$ cat config.mk
export PLATFORM = sky130hd
export DESIGN_NAME = chp_pins
export DESIGN_NICKNAME = d
export VERILOG_FILES = /design/src/common/chp_pkg.sv /design/src/verilog/chp_pins.sv
export SDC_FILE = /design/constraint.sdc
export NUM_CORES = 1
export LEC_CHECK = 0
export ABC_AREA = 1
export BUFFER_PORTS_ARGS = -buffer_cell sky130_fd_sc_hd__buf_2
export CAP_MARGIN = 10
export CORE_MARGIN = 1
export CORE_UTILIZATION = 46
export DETAILED_ROUTE_END_ITERATION = 6
export HOLD_SLACK_MARGIN = 0.08
export PLACE_DENSITY = 0.89
export SETUP_SLACK_MARGIN = 0.05
export SLEW_MARGIN = 20
export SYNTH_ARGS = -nofsm -noshare
export SYNTH_HDL_FRONTEND = slang
export SYNTH_SLANG_ARGS = --single-unit
$ cat constraint.sdc
create_clock -name clk -period 1.6 [get_ports clk]
set_clock_uncertainty 0.15 [all_clocks]
set_input_delay 0.32 -clock clk [delete_from_list [all_inputs] [get_ports clk]]
set_output_delay 0.32 -clock clk [all_outputs]
set_load 0.005 [all_outputs]
$ cat src/common/chp_pkg.sv
/*
 Constants, modes and state encodings shared by the configuration
 host-port pin block.
 Assumes a single 50 MHz clock and an active-low asynchronous reset.
*/
// Summary of operation
// [RQ1] Drive the hold pin low while power settles and configuration memory clears.
// [RQ2] An external low on the hold pin keeps the device waiting, no configuration.
// [RQ3] After configuration the hold pin becomes ordinary user I/O.
// [RQ4] Chip selects count only in async peripheral, slave parallel, host CPU modes.
// [RQ5] Selected only when the low select is low and the high select high.
// [RQ6] In async peripheral mode a low read strobe turns D[7:3] into status outputs.
// [RQ7] Host must not assert read and write together; write wins if it does; host_transfer_strobe still fires with write_strobe.
// [RQ8] With the host CPU port in use, the read pin is its transfer strobe.
// [RQ9] Status reads high for ready and low for busy.
// [RQ10] After configuration selects become user I/O unless host CPU port is used.
// [RQ11] Release hold only after power and clearing finish; start on first high sample.
`default_nettype none
package chp_pkg;
   // Configuration modes seen by the pin logic
   typedef enum logic [2:0] {
      CHP_MODE_MASTER = 3'h0,
      CHP_MODE_ASYNC_PERIPH = 3'h1,
      CHP_MODE_SLAVE_PAR = 3'h2,
      CHP_MODE_HOST_CPU = 3'h3,
      CHP_MODE_SLAVE_SER = 3'h4
   } chp_mode_t;

   // Sequence of the configuration phase, Gray coded along the usual path
   typedef enum logic [1:0] {
      CHP_ST_CLEAR = 2'h0,
      CHP_ST_WAIT = 2'h1,
      CHP_ST_CONFIG = 2'h3,
      CHP_ST_USER = 2'h2
   } chp_state_t;

   localparam logic [1:0] CHP_ST_RESET = 2'h0;
   localparam int CHP_STATUS_LSB = 3;
   localparam int CHP_STATUS_W = 5;
   localparam logic [4:0] CHP_STATUS_RESET = 5'h00;
endpackage : chp_pkg
`default_nettype wire

$ cat src/verilog/chp_pins.sv
/*
 Configuration-time control pin logic: hold pin, chip selects and read
 strobe with data-bus status drive.
 Assumes all pins come from outside the clock domain and the core
 supplies power-good, clear-done, config-done and status levels.
 The pad cells outside turn the enable outputs into open-drain or
 tristate drivers; the pull-up on the hold pin sits outside as well.
*/
`default_nettype none
module chp_pins
(
   input wire logic clk,
   input wire logic rst_b,
   input wire chp_pkg::chp_mode_t cfg_mode,
   input wire logic power_good,
   input wire logic clear_done,
   input wire logic config_done,
   input wire logic host_cpu_port_used,
   input wire logic [4:0] cfg_status,
   input wire logic cfg_hold_n_in,
   output logic cfg_hold_n_out,
   output logic cfg_hold_n_oe,
   input wire logic chip_select_low_n,
   input wire logic chip_select_high,
   input wire logic rd_n,
   input wire logic wr_n,
   output logic [4:0] data_hi_out,
   output logic data_hi_oe,
   output logic cfg_start,
   output logic cfg_active,
   output logic hold_user_io,
   output logic select_user_io,
   output logic selected,
   output logic write_strobe,
   output logic host_transfer_strobe
);
   import chp_pkg::*;

   // Whole state of the block; one copy is the next value
   typedef struct packed {
      logic [1:0] hold_s;
      logic [1:0] csl_s;
      logic [1:0] csh_s;
      logic [1:0] rd_s;
      logic [1:0] wr_s;
      chp_state_t st;
      logic start;
      logic [CHP_STATUS_W-1:0] dout;
      logic doe;
   } chp_regs_t;

   chp_regs_t r_q;
   chp_regs_t r_d;
   logic sel_mode;
   logic sel;
   logic rd_act;
   logic wr_act;

   // Pins pass two flip-flops; logic reads only the second stage so a
   // metastable first stage never reaches a decision
   assign sel_mode = (cfg_mode == CHP_MODE_ASYNC_PERIPH) || (cfg_mode == CHP_MODE_SLAVE_PAR)
                     || (cfg_mode == CHP_MODE_HOST_CPU); // RQ4
   assign sel = sel_mode && !r_q.csl_s[1] && r_q.csh_s[1]; // RQ5
   // A write beats a read in the same cycle, so a host slip never drives the bus
   assign wr_act = sel && !r_q.wr_s[1];
   assign rd_act = sel && !r_q.rd_s[1] && !wr_act; // RQ7

   // Next-state logic for the whole block
   always_comb
   begin
      // Every field holds unless an assignment below moves it
      r_d = r_q;
      r_d.hold_s = {r_q.hold_s[0], cfg_hold_n_in};
      r_d.csl_s = {r_q.csl_s[0], chip_select_low_n};
      r_d.csh_s = {r_q.csh_s[0], chip_select_high};
      r_d.rd_s = {r_q.rd_s[0], rd_n};
      r_d.wr_s = {r_q.wr_s[0], wr_n};
      r_d.start = 1'b0;
      case (r_q.st)
         CHP_ST_CLEAR:
         begin
            // Both core levels are needed; either alone keeps the pin pulled
            if (power_good && clear_done)
            begin
               r_d.st = CHP_ST_WAIT; // RQ11
            end
         end
         CHP_ST_WAIT:
         begin
            // An outside party holding the pin low keeps us here
            if (r_q.hold_s[1])
            begin
               r_d.st = CHP_ST_CONFIG; // RQ2 RQ11
               r_d.start = 1'b1;
            end
         end
         CHP_ST_CONFIG:
         begin
            // Completion arrives as a level from the core
            if (config_done)
            begin
               r_d.st = CHP_ST_USER; // RQ3
            end
         end
         CHP_ST_USER:
         begin
            // Only a reset leaves user mode
            r_d.st = CHP_ST_USER;
         end
         default:
         begin
            r_d.st = CHP_ST_CLEAR;
         end
      endcase
      // Status is driven only during async peripheral reads in configuration
      // Registered so the data pins never follow a glitch on the select path
      r_d.doe = (r_q.st == CHP_ST_CONFIG) && (cfg_mode == CHP_MODE_ASYNC_PERIPH)
                && rd_act; // RQ6
      r_d.dout = cfg_status; // RQ9
   end

   // State register; reset leaves the hold pin pulled low
   always_ff @(posedge clk or negedge rst_b)
   begin
      if (!rst_b)
      begin
         // Synchronisers start at the idle pin levels so no false select follows reset
         r_q <= '{hold_s: 2'h0,
                  csl_s: 2'h3,
                  csh_s: 2'h0,
                  rd_s: 2'h3,
                  wr_s: 2'h3,
                  st: chp_state_t'(CHP_ST_RESET),
                  start: 1'b0,
                  dout: CHP_STATUS_RESET,
                  doe: 1'b0};
      end
      else
      begin
         r_q <= r_d;
      end
   end

   // Open drain: only ever pull low, and only while clearing
   assign cfg_hold_n_out = 1'b0;
   assign cfg_hold_n_oe = (r_q.st == CHP_ST_CLEAR); // RQ1
   // Sequence start pulse and levels handed to the core
   assign cfg_start = r_q.start;
   assign cfg_active = (r_q.st == CHP_ST_CONFIG);
   assign hold_user_io = (r_q.st == CHP_ST_USER); // RQ3
   // Selects stay in service after configuration for the host CPU port
   assign select_user_io = (r_q.st == CHP_ST_USER) && !host_cpu_port_used; // RQ10
   assign selected = sel && !select_user_io;
   assign write_strobe = wr_act && !select_user_io; // RQ7
   // The read pin doubles as the host CPU port strobe
   assign host_transfer_strobe = (cfg_mode == CHP_MODE_HOST_CPU || host_cpu_port_used)
                                 && sel && !r_q.rd_s[1] && !select_user_io; // RQ8
   // Data pins come straight from flip-flops
   assign data_hi_out = r_q.dout;
   assign data_hi_oe = r_q.doe;

   // Checks; all stand idle while reset is low
   hold_low_clear_a: assert property (@(posedge clk) disable iff (!rst_b) // RQ1
      (r_q.st == CHP_ST_CLEAR) |-> cfg_hold_n_oe && !cfg_hold_n_out)
      else $error("hold pin not pulled while clearing");
   wait_held_a: assert property (@(posedge clk) disable iff (!rst_b) // RQ2
      (r_q.st == CHP_ST_WAIT && !r_q.hold_s[1]) |=> (r_q.st == CHP_ST_WAIT))
      else $error("left wait while hold pin low");
   user_release_a: assert property (@(posedge clk) disable iff (!rst_b) // RQ3
      (r_q.st == CHP_ST_USER) |-> !cfg_hold_n_oe && hold_user_io)
      else $error("hold pin not released after config");
   mode_gate_a: assert property (@(posedge clk) disable iff (!rst_b) // RQ4
      (cfg_mode == CHP_MODE_MASTER || cfg_mode == CHP_MODE_SLAVE_SER) |-> !selected)
      else $error("select honoured in wrong mode");
   select_pair_a: assert property (@(posedge clk) disable iff (!rst_b) // RQ5
      selected |-> !r_q.csl_s[1] && r_q.csh_s[1])
      else $error("selected without both selects");
   status_drive_a: assert property (@(posedge clk) disable iff (!rst_b) // RQ6
      ($past(r_q.st) == CHP_ST_CONFIG && $past(rd_act)
       && $past(cfg_mode) == CHP_MODE_ASYNC_PERIPH) |-> data_hi_oe)
      else $error("status not driven on read");
   write_wins_a: assert property (@(posedge clk) disable iff (!rst_b) // RQ7
      (sel && !r_q.wr_s[1]) |-> !rd_act ##1 !data_hi_oe)
      else $error("read acted during write");
   strobe_map_a: assert property (@(posedge clk) disable iff (!rst_b) // RQ8
      (cfg_mode == CHP_MODE_HOST_CPU && sel && !r_q.rd_s[1] && !select_user_io)
      |-> host_transfer_strobe)
      else $error("read pin not used as transfer strobe");
   status_value_a: assert property (@(posedge clk) disable iff (!rst_b) // RQ9
      data_hi_oe |-> data_hi_out == $past(cfg_status))
      else $error("status value mismatch");
   sel_user_a: assert property (@(posedge clk) disable iff (!rst_b) // RQ10
      (r_q.st == CHP_ST_USER && !host_cpu_port_used) |-> !selected)
      else $error("selects kept after config without host port");
   start_first_a: assert property (@(posedge clk) disable iff (!rst_b) // RQ11
      (r_q.st == CHP_ST_WAIT && r_q.hold_s[1]) |=> cfg_start && cfg_active)
      else $error("config did not start on first high sample");
   // Further checks on the sequence, the selects and the status drive
   clear_wait_a: assert property (@(posedge clk) disable iff (!rst_b) // RQ11
      (r_q.st == CHP_ST_CLEAR && !(power_good && clear_done)) |=> cfg_hold_n_oe)
      else $error("hold pin released before clearing finished");
   start_pulse_a: assert property (@(posedge clk) disable iff (!rst_b) // RQ11
      cfg_start |=> !cfg_start)
      else $error("start pulse longer than one cycle");
   user_stays_a: assert property (@(posedge clk) disable iff (!rst_b) // RQ3
      hold_user_io |=> hold_user_io)
      else $error("left user mode without reset");
   sel_kept_a: assert property (@(posedge clk) disable iff (!rst_b) // RQ10
      (hold_user_io && host_cpu_port_used) |-> !select_user_io)
      else $error("selects released although host port kept");
   status_mode_a: assert property (@(posedge clk) disable iff (!rst_b) // RQ6
      data_hi_oe |-> $past(cfg_mode) == CHP_MODE_ASYNC_PERIPH)
      else $error("status driven outside async peripheral mode");
   // Main scenarios
   cfg_run_c: cover property (@(posedge clk) disable iff (!rst_b) cfg_start);
   status_rd_c: cover property (@(posedge clk) disable iff (!rst_b) data_hi_oe);
   user_c: cover property (@(posedge clk) disable iff (!rst_b) hold_user_io);
   write_win_c: cover property (@(posedge clk) disable iff (!rst_b)
      sel && !r_q.wr_s[1] && !r_q.rd_s[1]);
   host_keep_c: cover property (@(posedge clk) disable iff (!rst_b)
      hold_user_io && host_cpu_port_used && selected);
endmodule : chp_pins
`default_nettype wire

==> After elaboration in Yosys (flattened, before gate mapping) <==
Index checks and enable logic that the tools add are counted.
{ "totals": {"inputBits": 19, "out_inout_bits": 15, "ff_bits": 19} }
{ "op_classes": {"eq_ne": 9, "n_reduce_logical": 25, "mux": 5} }
{ "op_table": {"columns": ["cell", "count"], "rows": [
  ["1-bit logical AND", 14],
  ["2-bit case mux with 4 select lines", 1],
  ["3-bit by 2-bit equality test with 1-bit output, second input constant", 2],
  ["1-bit zero test", 6],
  ["2-bit equality test, second input constant", 2],
  ["2-bit two-way mux", 2],
  ["2-bit != test, second input constant", 2],
  ["3-bit by 1-bit equality test with 1-bit output, second input constant", 1],
  ["1-bit logical OR", 3],
  ["3-bit two-way mux", 1],
  ["3-bit AND reduction", 1],
  ["2-bit by 1-bit equality test with 1-bit output, second input constant", 1],
  ["2-bit zero test", 1],
  ["2-bit by 1-bit != test with 1-bit output, second input constant", 1],
  ["1-bit two-way mux", 1]
]} }

==> Longest topological paths before layout <==
Gate-level depths: netlist (run 1).
{ "depth": {"ltp_word": 9, "mapped_depth": 5, "ltp_nobuf": 5} }

==> Least setup slack after synthesis (run 1) <==
Ideal clock, no wire load.
{ "synth_path": {"kind": "reg2out", "startpoint": "register r_q[7] in the netlist's numbering", "endpoint": "output port write_strobe", "stages_incl_launch_ff": 5, "arrival_time_ns": 0.734, "setup_slack_ns": 0.396, "path_cell_list": "dfrtp_1 -> nor2_2 -> nand2_2 -> inv_2 -> nor2_1"} }
{ "synth_between": {"elab_chain_len": 4} }
{ "synth_rtl": {"columns": ["item", "line_no", "rtl"], "rows": [
  ["start, declared", "chp_pins.sv:52", "chp_regs_t r_q;"],
  ["start signal, assigned", "chp_pins.sv:128", "r_q <= '{hold_s: 2'h0,"],
  ["start signal, assigned", "chp_pins.sv:140", "r_q <= r_d;"],
  ["2-bit equality test", null, null],
  ["via hold_user_io", "chp_pins.sv:31", "output logic hold_user_io,"],
  ["1-bit logical AND", "chp_pins.sv:152", "assign select_user_io = (r_q.st == CHP_ST_USER) && !host_cpu_port_used;"],
  ["via select_user_io", "chp_pins.sv:32", "output logic select_user_io,"],
  ["1-bit zero test", "chp_pins.sv:154", "assign write_strobe = wr_act && !select_user_io;"],
  ["1-bit logical AND", "chp_pins.sv:154", null],
  ["end, declared", "chp_pins.sv:34", "output logic write_strobe,"]
]} }
The timed path passes the listed nets, and every way through them passes these cells.

==> Final worst setup path (run 1) <==
{ "layout_path": {"startpoint": "register r_q[16] in the netlist's numbering", "endpoint": "output port write_strobe"} }
{ "layout_between": {"elab_chain_len": 5} }
{ "layout_rtl": {"columns": ["item", "line_no", "rtl"], "rows": [
  ["1-bit zero test", "chp_pins.sv:63", "assign sel = sel_mode && !r_q.csl_s[1] && r_q.csh_s[1];"],
  ["1-bit logical AND (2 in a row)", "chp_pins.sv:63", null],
  ["1-bit logical AND", "chp_pins.sv:65", "assign wr_act = sel && !r_q.wr_s[1];"],
  ["1-bit logical AND", "chp_pins.sv:154", null]
]} }
Every way passes these cells.

==> metrics.csv, run 1 <==
metric;value;unit
status;finished with violations;
violations;negative setup slack;
routed_wirelength;1.35;mm
ys_seq_area_share;70.7;%
row_count;13;
fin_util;75.3;%
r2r-end;r_q[7];
ff2ff_path_depth;5;
synth-seq-cells;19;
p_sw;243;µW
syn_inst;62;
p_clk_share;24.4;%
cts_inserted_buffers;3;
holdPathStages;3;
postSynthAreaPerCell;11.0;µm²
cts_max_path_buffers;2;
start_util;51.2;%
timing.final.ws_setup;-11.8;ps
hp-start;clear_done;
grt_usage;19.9;%
die_area;1640;µm²
synth_top_area_share;47.6;%
seqPwrFrac;56.0;%
syn-cell-area;683;µm²
dr.max_layer_used;met4;
setup_violations;2;
first_iter_violations;8;
wl_met2;742;µm
grt_pass1_wl;2.04;mm
crit_fanout;3;
fp.dieW;40.5;µm
finalHoldViolations;0;
wl_met3;80;µm
antenna_left;0;
clockRootBuffer;clkbuf_4;
slew_viol_final;0;
synth_warnings;0;
first_pass_iters;4;
vias;555;
cap_violations;0;
gp_routability_congestion;0.636;
antenna_found_initial;0;
crit_type;flop to primary output;
max_clock_freq;620;MHz
pwr-share-comb;19.5;%
core;1330;µm²
cts_max_level;1;
leakagePower;0.543;nW
via_per_inst;4.55;
period_needed;1610;ps
syn-num-nets;81;
intPower;706;µW
grt_max_degree;20;
io_buffers;32;
finalCritPeriodShare;101;%
post_drt_wl_per_cell;11.0;µm
grt_pass1_vias;526;
sw_frac_of_total;25.6;%
drc;0;
cts_tree;yes;
synth_top_cell_by_area;dfrtp_1;
clk-insertion-delay-late;290;ps
final_cell_count_no_fill;122;
cp-end-kind;primary output;
dp_worst_setup_slack;195;ps
r2r_slack;480;ps
yosysUniqueCellTypes;14;
cp.arrival;1140;ps
rsz0062_at_grt;true;
diodes;0;
vdd_drop_max;0.620;mV
start_kind;flop;
fp.dieH;40.5;µm
drt-met1-wl;512;µm
ioPinCount;34;
worst_ep_required_time;1130;ps
grt_overflow;0;
num-fill-cells;96;
drive_above_1_share;49.5;%
synthToLayoutAreaGrowth;47.1;%
r2r-start;r_q[8];
min_to;r_q[7];
clkTransAtPathRegs;110;ps
dp_cells;103;
hp-class;input pin to flop;
layout.nets;127;
cts_sinks;19;
power_density;944;nW/µm²
yosys-top-cells-area;dfrtp_1 (48%), dfstp_2 (23%), buf_4 (6.6%), nand2_1 (4.9%), inv_1 (4.4%);
[sequential cells by signal (all words and copies together) (netlist names)]
name         count
cfg_start        1
data_hi_oe       1
data_hi_out      5
r_q              7
r_d              5
[critical path: stages, from the launching register on]
cell and delay, ps:
dfstp_2 570, nor2_4 40, nand4_1 70, nor2_1 50, buf_2 120
[power by group through the flow]
| stage | clock, mW | combinational (mW) | sequential [mW] |
|---|---|---|---|
| floorplan | 0 | 0.0674 | 0.539 |
| global placement | 0 | 0.121 | 0.540 |
| detailed placement | 0 | 0.126 | 0.543 |
| CTS | 0.241 | 0.181 | 0.531 |
| global route | 0.270 | 0.208 | 0.536 |
| finish | 0.232 | 0.185 | 0.532 |
[per-stage QoR]
stage	instance area, µm²	TNS, ps	total power [mW]	hold slack (ps)
after CTS	997	0	0.952	130
after global placement	817	0	0.661	111
after global routing	1000	-273	1.01	116
final	1000	-18.2	0.949	128
after floorplan	683	0	0.606	-126
after detailed placement	817	0	0.669	118
[final cells by class]
type | instances | area (µm²) | share of cell area [%]
Clock buffer | 3 | 22.5 | 2.24
Tap cell | 15 | 18.8 | 1.87
Timing Repair Buffer | 47 | 300 | 29.9
Clock inverter | 1 | 5.00 | 0.498
Multi-Input combinational cell | 27 | 138 | 13.7
Sequential cell | 19 | 483 | 48.1
Inverter | 10 | 37.5 | 3.74
[metal layers]
layer	global-route usage [%]	vias up
met5	0	-
li1	-	267
met1	22.5	263
met2	34.1	23
met3	5.00	2
met4	10.0	0
[cells by family (layout without fill, tap and decap cells)]
| family | Yosys count | after routing | synth area share (%) |
|---|---|---|---|
| AO/OA/AOI/OAI | 2 | 2 | 1.47 |
| buffers and inverters | 16 | 61 | 12.1 |
| flip-flops | 19 | 19 | 70.7 |
| other | 1 | 1 | 0.549 |
| AND/OR/NAND/NOR | 24 | 24 | 15.2 |
[synthesized netlist by cell type (all sizes together)]
| library cell | number |
|---|---|
| a21oi | 2 |
| buf | 6 |
| conb | 1 |
| dfrtp | 13 |
| dfstp | 6 |
| inv | 10 |
| nand2 | 10 |
| nand3 | 2 |
| nand4 | 2 |
| nor2 | 9 |
| nor3 | 1 |
[worst max path at each step]
stage | slack, ps | endpoint | startpoint | depth (start not counted)
finish | -10 | write_strobe | r_q[16] | 4
CTS | 2 | write_strobe | r_q[8] | 6
floorplan | 400 | write_strobe | r_q[7] | 4
global route | -70 | host_transfer_strobe | r_q[16] | 4
global placement | 210 | selected | cfg_mode[2] | 5
detailed placement | 200 | selected | cfg_mode[2] | 5
[cell usage in the layout (no fill, tap or decap), drive strengths merged, types with 3 or more instances in the layout]
master,n
dfstp,6
buf,36
nand2,10
dlygate4sd3,11
dfrtp,13
inv,10
nor2,9
clkbuf,3
[timing repair]
item | CTS | global route
hold endpoints to repair | 23 | 0
buffers inserted | 4 | 0
gates resized for setup | 3 | 2
pin swaps | 3 | 2
endpoints found under the setup margin | 4 | 6
hold buffers | 11 | 0
No activity file was read; power rests on OpenSTA's default activity.
==> run 2: changes to the inputs <==
--- a/config.mk
+++ b/config.mk
@@ -6,13 +6,12 @@
 export NUM_CORES = 1
 export LEC_CHECK = 0
 export ABC_AREA = 1
-export BUFFER_PORTS_ARGS = -buffer_cell sky130_fd_sc_hd__buf_2
-export CAP_MARGIN = 10
-export CORE_MARGIN = 1
-export CORE_UTILIZATION = 46
+export CORE_AREA = 2 2 39 41
 export DETAILED_ROUTE_END_ITERATION = 6
+export DIE_AREA = 0 0 41 43
+export DONT_BUFFER_PORTS = 1
 export HOLD_SLACK_MARGIN = 0.08
-export PLACE_DENSITY = 0.89
+export PLACE_DENSITY = 0.75
 export SETUP_SLACK_MARGIN = 0.05
 export SLEW_MARGIN = 20
 export SYNTH_ARGS = -nofsm -noshare
==> metrics.csv, run 2 (same netlist as run 1, synthesis figures left out) <==
metric;value;unit
first_pass_iters;3;
p_sw;225;µW
timing.critical_path.from;r_q[8];
period_needed;1540;ps
p_clk_share;24.8;%
fin_util;64.2;%
synthToLayoutAreaGrowth;30.0;%
post_drt_wl_per_cell;12.7;µm
crit_family;flip-flops;
hp-start;config_done;
start_kind;flop;
intPower;681;µW
cts_inserted_buffers;3;
io_buffers;0;
ioPinCount;34;
gp_routability_congestion;0.548;
slowest_stage;dfrtp_1;
fin_tns_setup;0;ps
hp-class;input pin to flop;
sw_frac_of_total;24.9;%
die_area;1760;µm²
antenna_found_initial;0;
crit_chain;inv_2, nor2_4, nand2_2, inv_4, nor2_4;
layout.nets;98;
rsz0062_at_grt;true;
drc;0;
diodes;0;
fp.dieH;43;µm
cts_max_level;1;
grt_pass1_vias;458;
status;finished clean;
clockRootBuffer;clkbuf_4;
slew_viol_final;0;
drive_above_1_share;29.5;%
grt_pass1_wl;1.68;mm
placedInstanceArea;658;µm²
crit_type;flop to primary output;
grt_usage;15.0;%
power_density;1020;nW/µm²
slowest_delay;400;ps
cp.arrival;1070;ps
routed_wirelength;1.19;mm
cap_violations;0;
top_register;r_q;
cp-end-kind;primary output;
worst_ep_required_time;1130;ps
dp_hpwl;709;µm
clk-insertion-delay-late;280;ps
cts_sinks;19;
start_util;49.4;%
mostFrequentLayoutCells;dlygate4sd3_1 (15), dfrtp_1 (13), nand2_1 (8), inv_1 (8), dfstp_2 (6);
clkTransAtPathRegs;90;ps
cts_tree;yes;
whs;102;ps
pwr-share-comb;16.5;%
first_iter_violations;1;
setup_violations;0;
core;1380;µm²
finalCritPeriodShare;96.5;%
cts_max_path_buffers;2;
crit_top_cell;nor2_4;
fp.dieW;41;µm
row_count;14;
finalHoldViolations;0;
slew_headroom;46.0;%
grt_max_degree;20;
grt_overflow;0;
vdd_drop_max;0.800;mV
via_per_inst;4.61;
crit_fanout;3;
max_clock_freq;648;MHz
vias;433;
largest_register_ff_count;7;
num-fill-cells;97;
post-route-cell-area;888;µm²
seqPwrFrac;58.7;%
crit_buf_inv;2;
r2r-start;r_q[7];
antenna_left;0;
layout_commonest_cell;dlygate4sd3_1;
tightest_slew;808;ps
leakagePower;0.413;nW
[run 2: final cells by class]
cell class	count	area, µm²	share of cell area, %
flip-flops and latches	19	483	54.4
repair buffers	18	173	19.4
multi-input cells	27	146	16.5
inverters	10	40.0	4.51
clock buffers	4	26.3	2.96
well taps	16	20.0	2.25
[run 2: routing by layer]
layer	share of wire, %	global-route usage (%)	vias up
met1	37	14.6	193
met3	8.1	5.24	0
met4	0	6.00	0
li1	-	-	213
met2	55	26.6	27
met5	0	0	-
[run 2: power by group through the flow]
stage	Combinational [mW]	Sequential (mW)	Clock [mW]
after floorplan	0.0674	0.539	0
after global placement	0.0636	0.543	0
after detailed placement	0.0653	0.544	0
after CTS	0.122	0.530	0.232
after global routing	0.171	0.535	0.260
final	0.149	0.532	0.225
[run 2: metrics by stage]
stage	std cells	power [mW]	setup WS, ps
after global routing	94	0.967	-33.5
after floorplan	62	0.606	396
after CTS	93	0.884	61.6
after detailed placement	72	0.609	342
after global placement	72	0.606	356
final	94	0.906	56.2
[run 2: worst paths after layout]
check	to	slack [ps]	depth (start not counted)
worst max-delay path	write_strobe	60	5
worst min-delay path	r_q[7]	100	3
worst max register to register	data_hi_oe	530	5
worst min register to register	r_q[14]	210	0
max in group asynchronous	data_hi_out[0]	390	1
min in group asynchronous	data_hi_out[4]	410	1
[run 2: tightest hold or removal path, cell delays in order]
cell	delay, ps
inv_1	30
a21oi_1	60
a21oi_2	90
[run 2: what timing repair did]
action,CTS,global route
setup buffers,2,1
hold buffers,15,0
pin swaps,1,6
setup endpoints to repair,3,5
resized for setup,1,9
hold endpoints to repair,31,0
cloned,0,0
==> run 3: changes to the inputs <==
==> constraint.sdc (replaced) <==
create_clock -name clk -period 1.8 [get_ports clk]
set_clock_uncertainty 0.15 [all_clocks]
set_input_delay 0.36 -clock clk [delete_from_list [all_inputs] [get_ports clk]]
set_output_delay 0.36 -clock clk [all_outputs]
set_load 0.005 [all_outputs]
==> metrics.csv, run 3 (same netlist as run 1, synthesis figures left out) <==
metric;value;unit
fp.dieH;43;µm
cts_max_level;1;
largest_register_ff_count;7;
period_needed;1620;ps
rsz0062_at_grt;false;
grt_overflow;0;
diodes;0;
row_count;14;
antenna_found_initial;0;
clkTransAtPathRegs;100;ps
start_util;49.4;%
max_clock_freq;619;MHz
cap_violations;0;
tightest_slew;757;ps
finalCritPeriodShare;89.8;%
power_density;920;nW/µm²
layout.nets;94;
ioPinCount;34;
start_kind;flop;
mostFrequentLayoutCells;dlygate4sd3_1 (14), dfrtp_1 (13), nand2_1 (9), inv_1 (8), dfstp_2 (6);
fin_tns_setup;0;ps
antenna_left;0;
clockRootBuffer;clkbuf_4;
gp_routability_congestion;0.571;
finalHoldViolations;0;
grt_max_degree;20;
synthToLayoutAreaGrowth;22.7;%
slew_headroom;49.3;%
setup_violations;0;
crit_type;flop to primary output;
grt_pass1_vias;422;
hp-class;input pin to flop;
vdd_drop_max;0.635;mV
routed_wirelength;979;µm
grt_pass1_wl;1.48;mm
r2r-start;r_q[10];
drive_above_1_share;23.0;%
final_cell_count_no_fill;90;
hp-start;cfg_mode[0];
status;finished clean;
first_pass_iters;4;
grt_usage;12.7;%
worst_ep_required_time;1290;ps
crit_fanout;4;
top_register;r_q;
slew_viol_final;0;
dp_cells;72;
via_per_inst;4.59;
cts_sinks;19;
vias;413;
cts_inserted_buffers;3;
cp.arrival;1110;ps
cts_tree;yes;
leakagePower;0.397;nW
clk-insertion-delay-late;280;ps
drc;0;
cp-end-kind;primary output;
first_iter_violations;2;
layout_commonest_cell;dlygate4sd3_1;
timing.critical_path.from;r_q[8];
post_drt_wl_per_cell;10.9;µm
cts_max_path_buffers;2;
cts_setup_buffers;0;
core;1380;µm²
io_buffers;0;
die_area;1760;µm²
fp.dieW;41;µm
==> run 3: cell count changes in the layout (fill, tap and decap cells not counted), sizes merged <==
cell         before  now
buf               3    0
clkbuf            4    3
clkinv            0    1
dlygate4sd3      15   14
==> run 3: layer usage <==
metal	up-vias	share of wire [%]	GRT usage (%)
li1	205	-	-
met1	182	38	13.5
met2	26	52	21.9
met3	0	9.7	3.14
met4	0	0	6.00
met5	-	0	0
==> run 3: per-stage QoR <==
stage	instance area [µm²]	power (mW)	util [%]	hold WS, ps	setup slack (ps)
floorplan	683	0.539	-	-85.6	550
global placement	658	0.539	47.6	-85.3	508
detailed placement	658	0.542	47.6	-85.2	498
CTS	826	0.771	59.7	112	178
global route	838	0.826	60.6	109	67.7
finish	838	0.771	60.6	117	184
==> run 3: layout make-up <==
class                           count  area (µm²)
Fill cell                         119         546
Sequential cell                    19         483
Timing Repair Buffer               14         140
Multi-Input combinational cell     27         130
Inverter                           10        37.5
Clock buffer                        3        22.5
Tap cell                           16        20.0
Clock inverter                      1        5.00
==> run 3: critical path: stages, from the launching register on <==
cell	delay, ps
dfrtp_1	420
inv_2	110
nor2_4	50
nand2_2	70
nand2_1	50
nor2_1	130
==> run 3: repair_timing <==
item	4_1_cts	5_1_grt
hold endpoints to repair	31	0
endpoints found under the setup margin	0	2
gates resized for setup	0	4
hold buffers	14	0
==> run 3: path summary, 6_finish.rpt <==
check | endpoint | slack (ps) | cells after the start
min in group asynchronous | data_hi_out[4] | 430 | 1
max reg2reg | data_hi_oe | 750 | 4
min reg2reg | r_q[14] | 210 | 0
min | data_hi_oe | 120 | 4
max | host_transfer_strobe | 180 | 5
max in group asynchronous | r_q[7] | 600 | 1
==> run 3: power by group <==
part / total [mW] / internal (mW) / switching (mW)
combinational: 0.0950 / 0.0425 / 0.0525
sequential: 0.478 / 0.458 / 0.0201
clock: 0.198 / 0.0824 / 0.116
total: 0.771 / 0.583 / 0.188
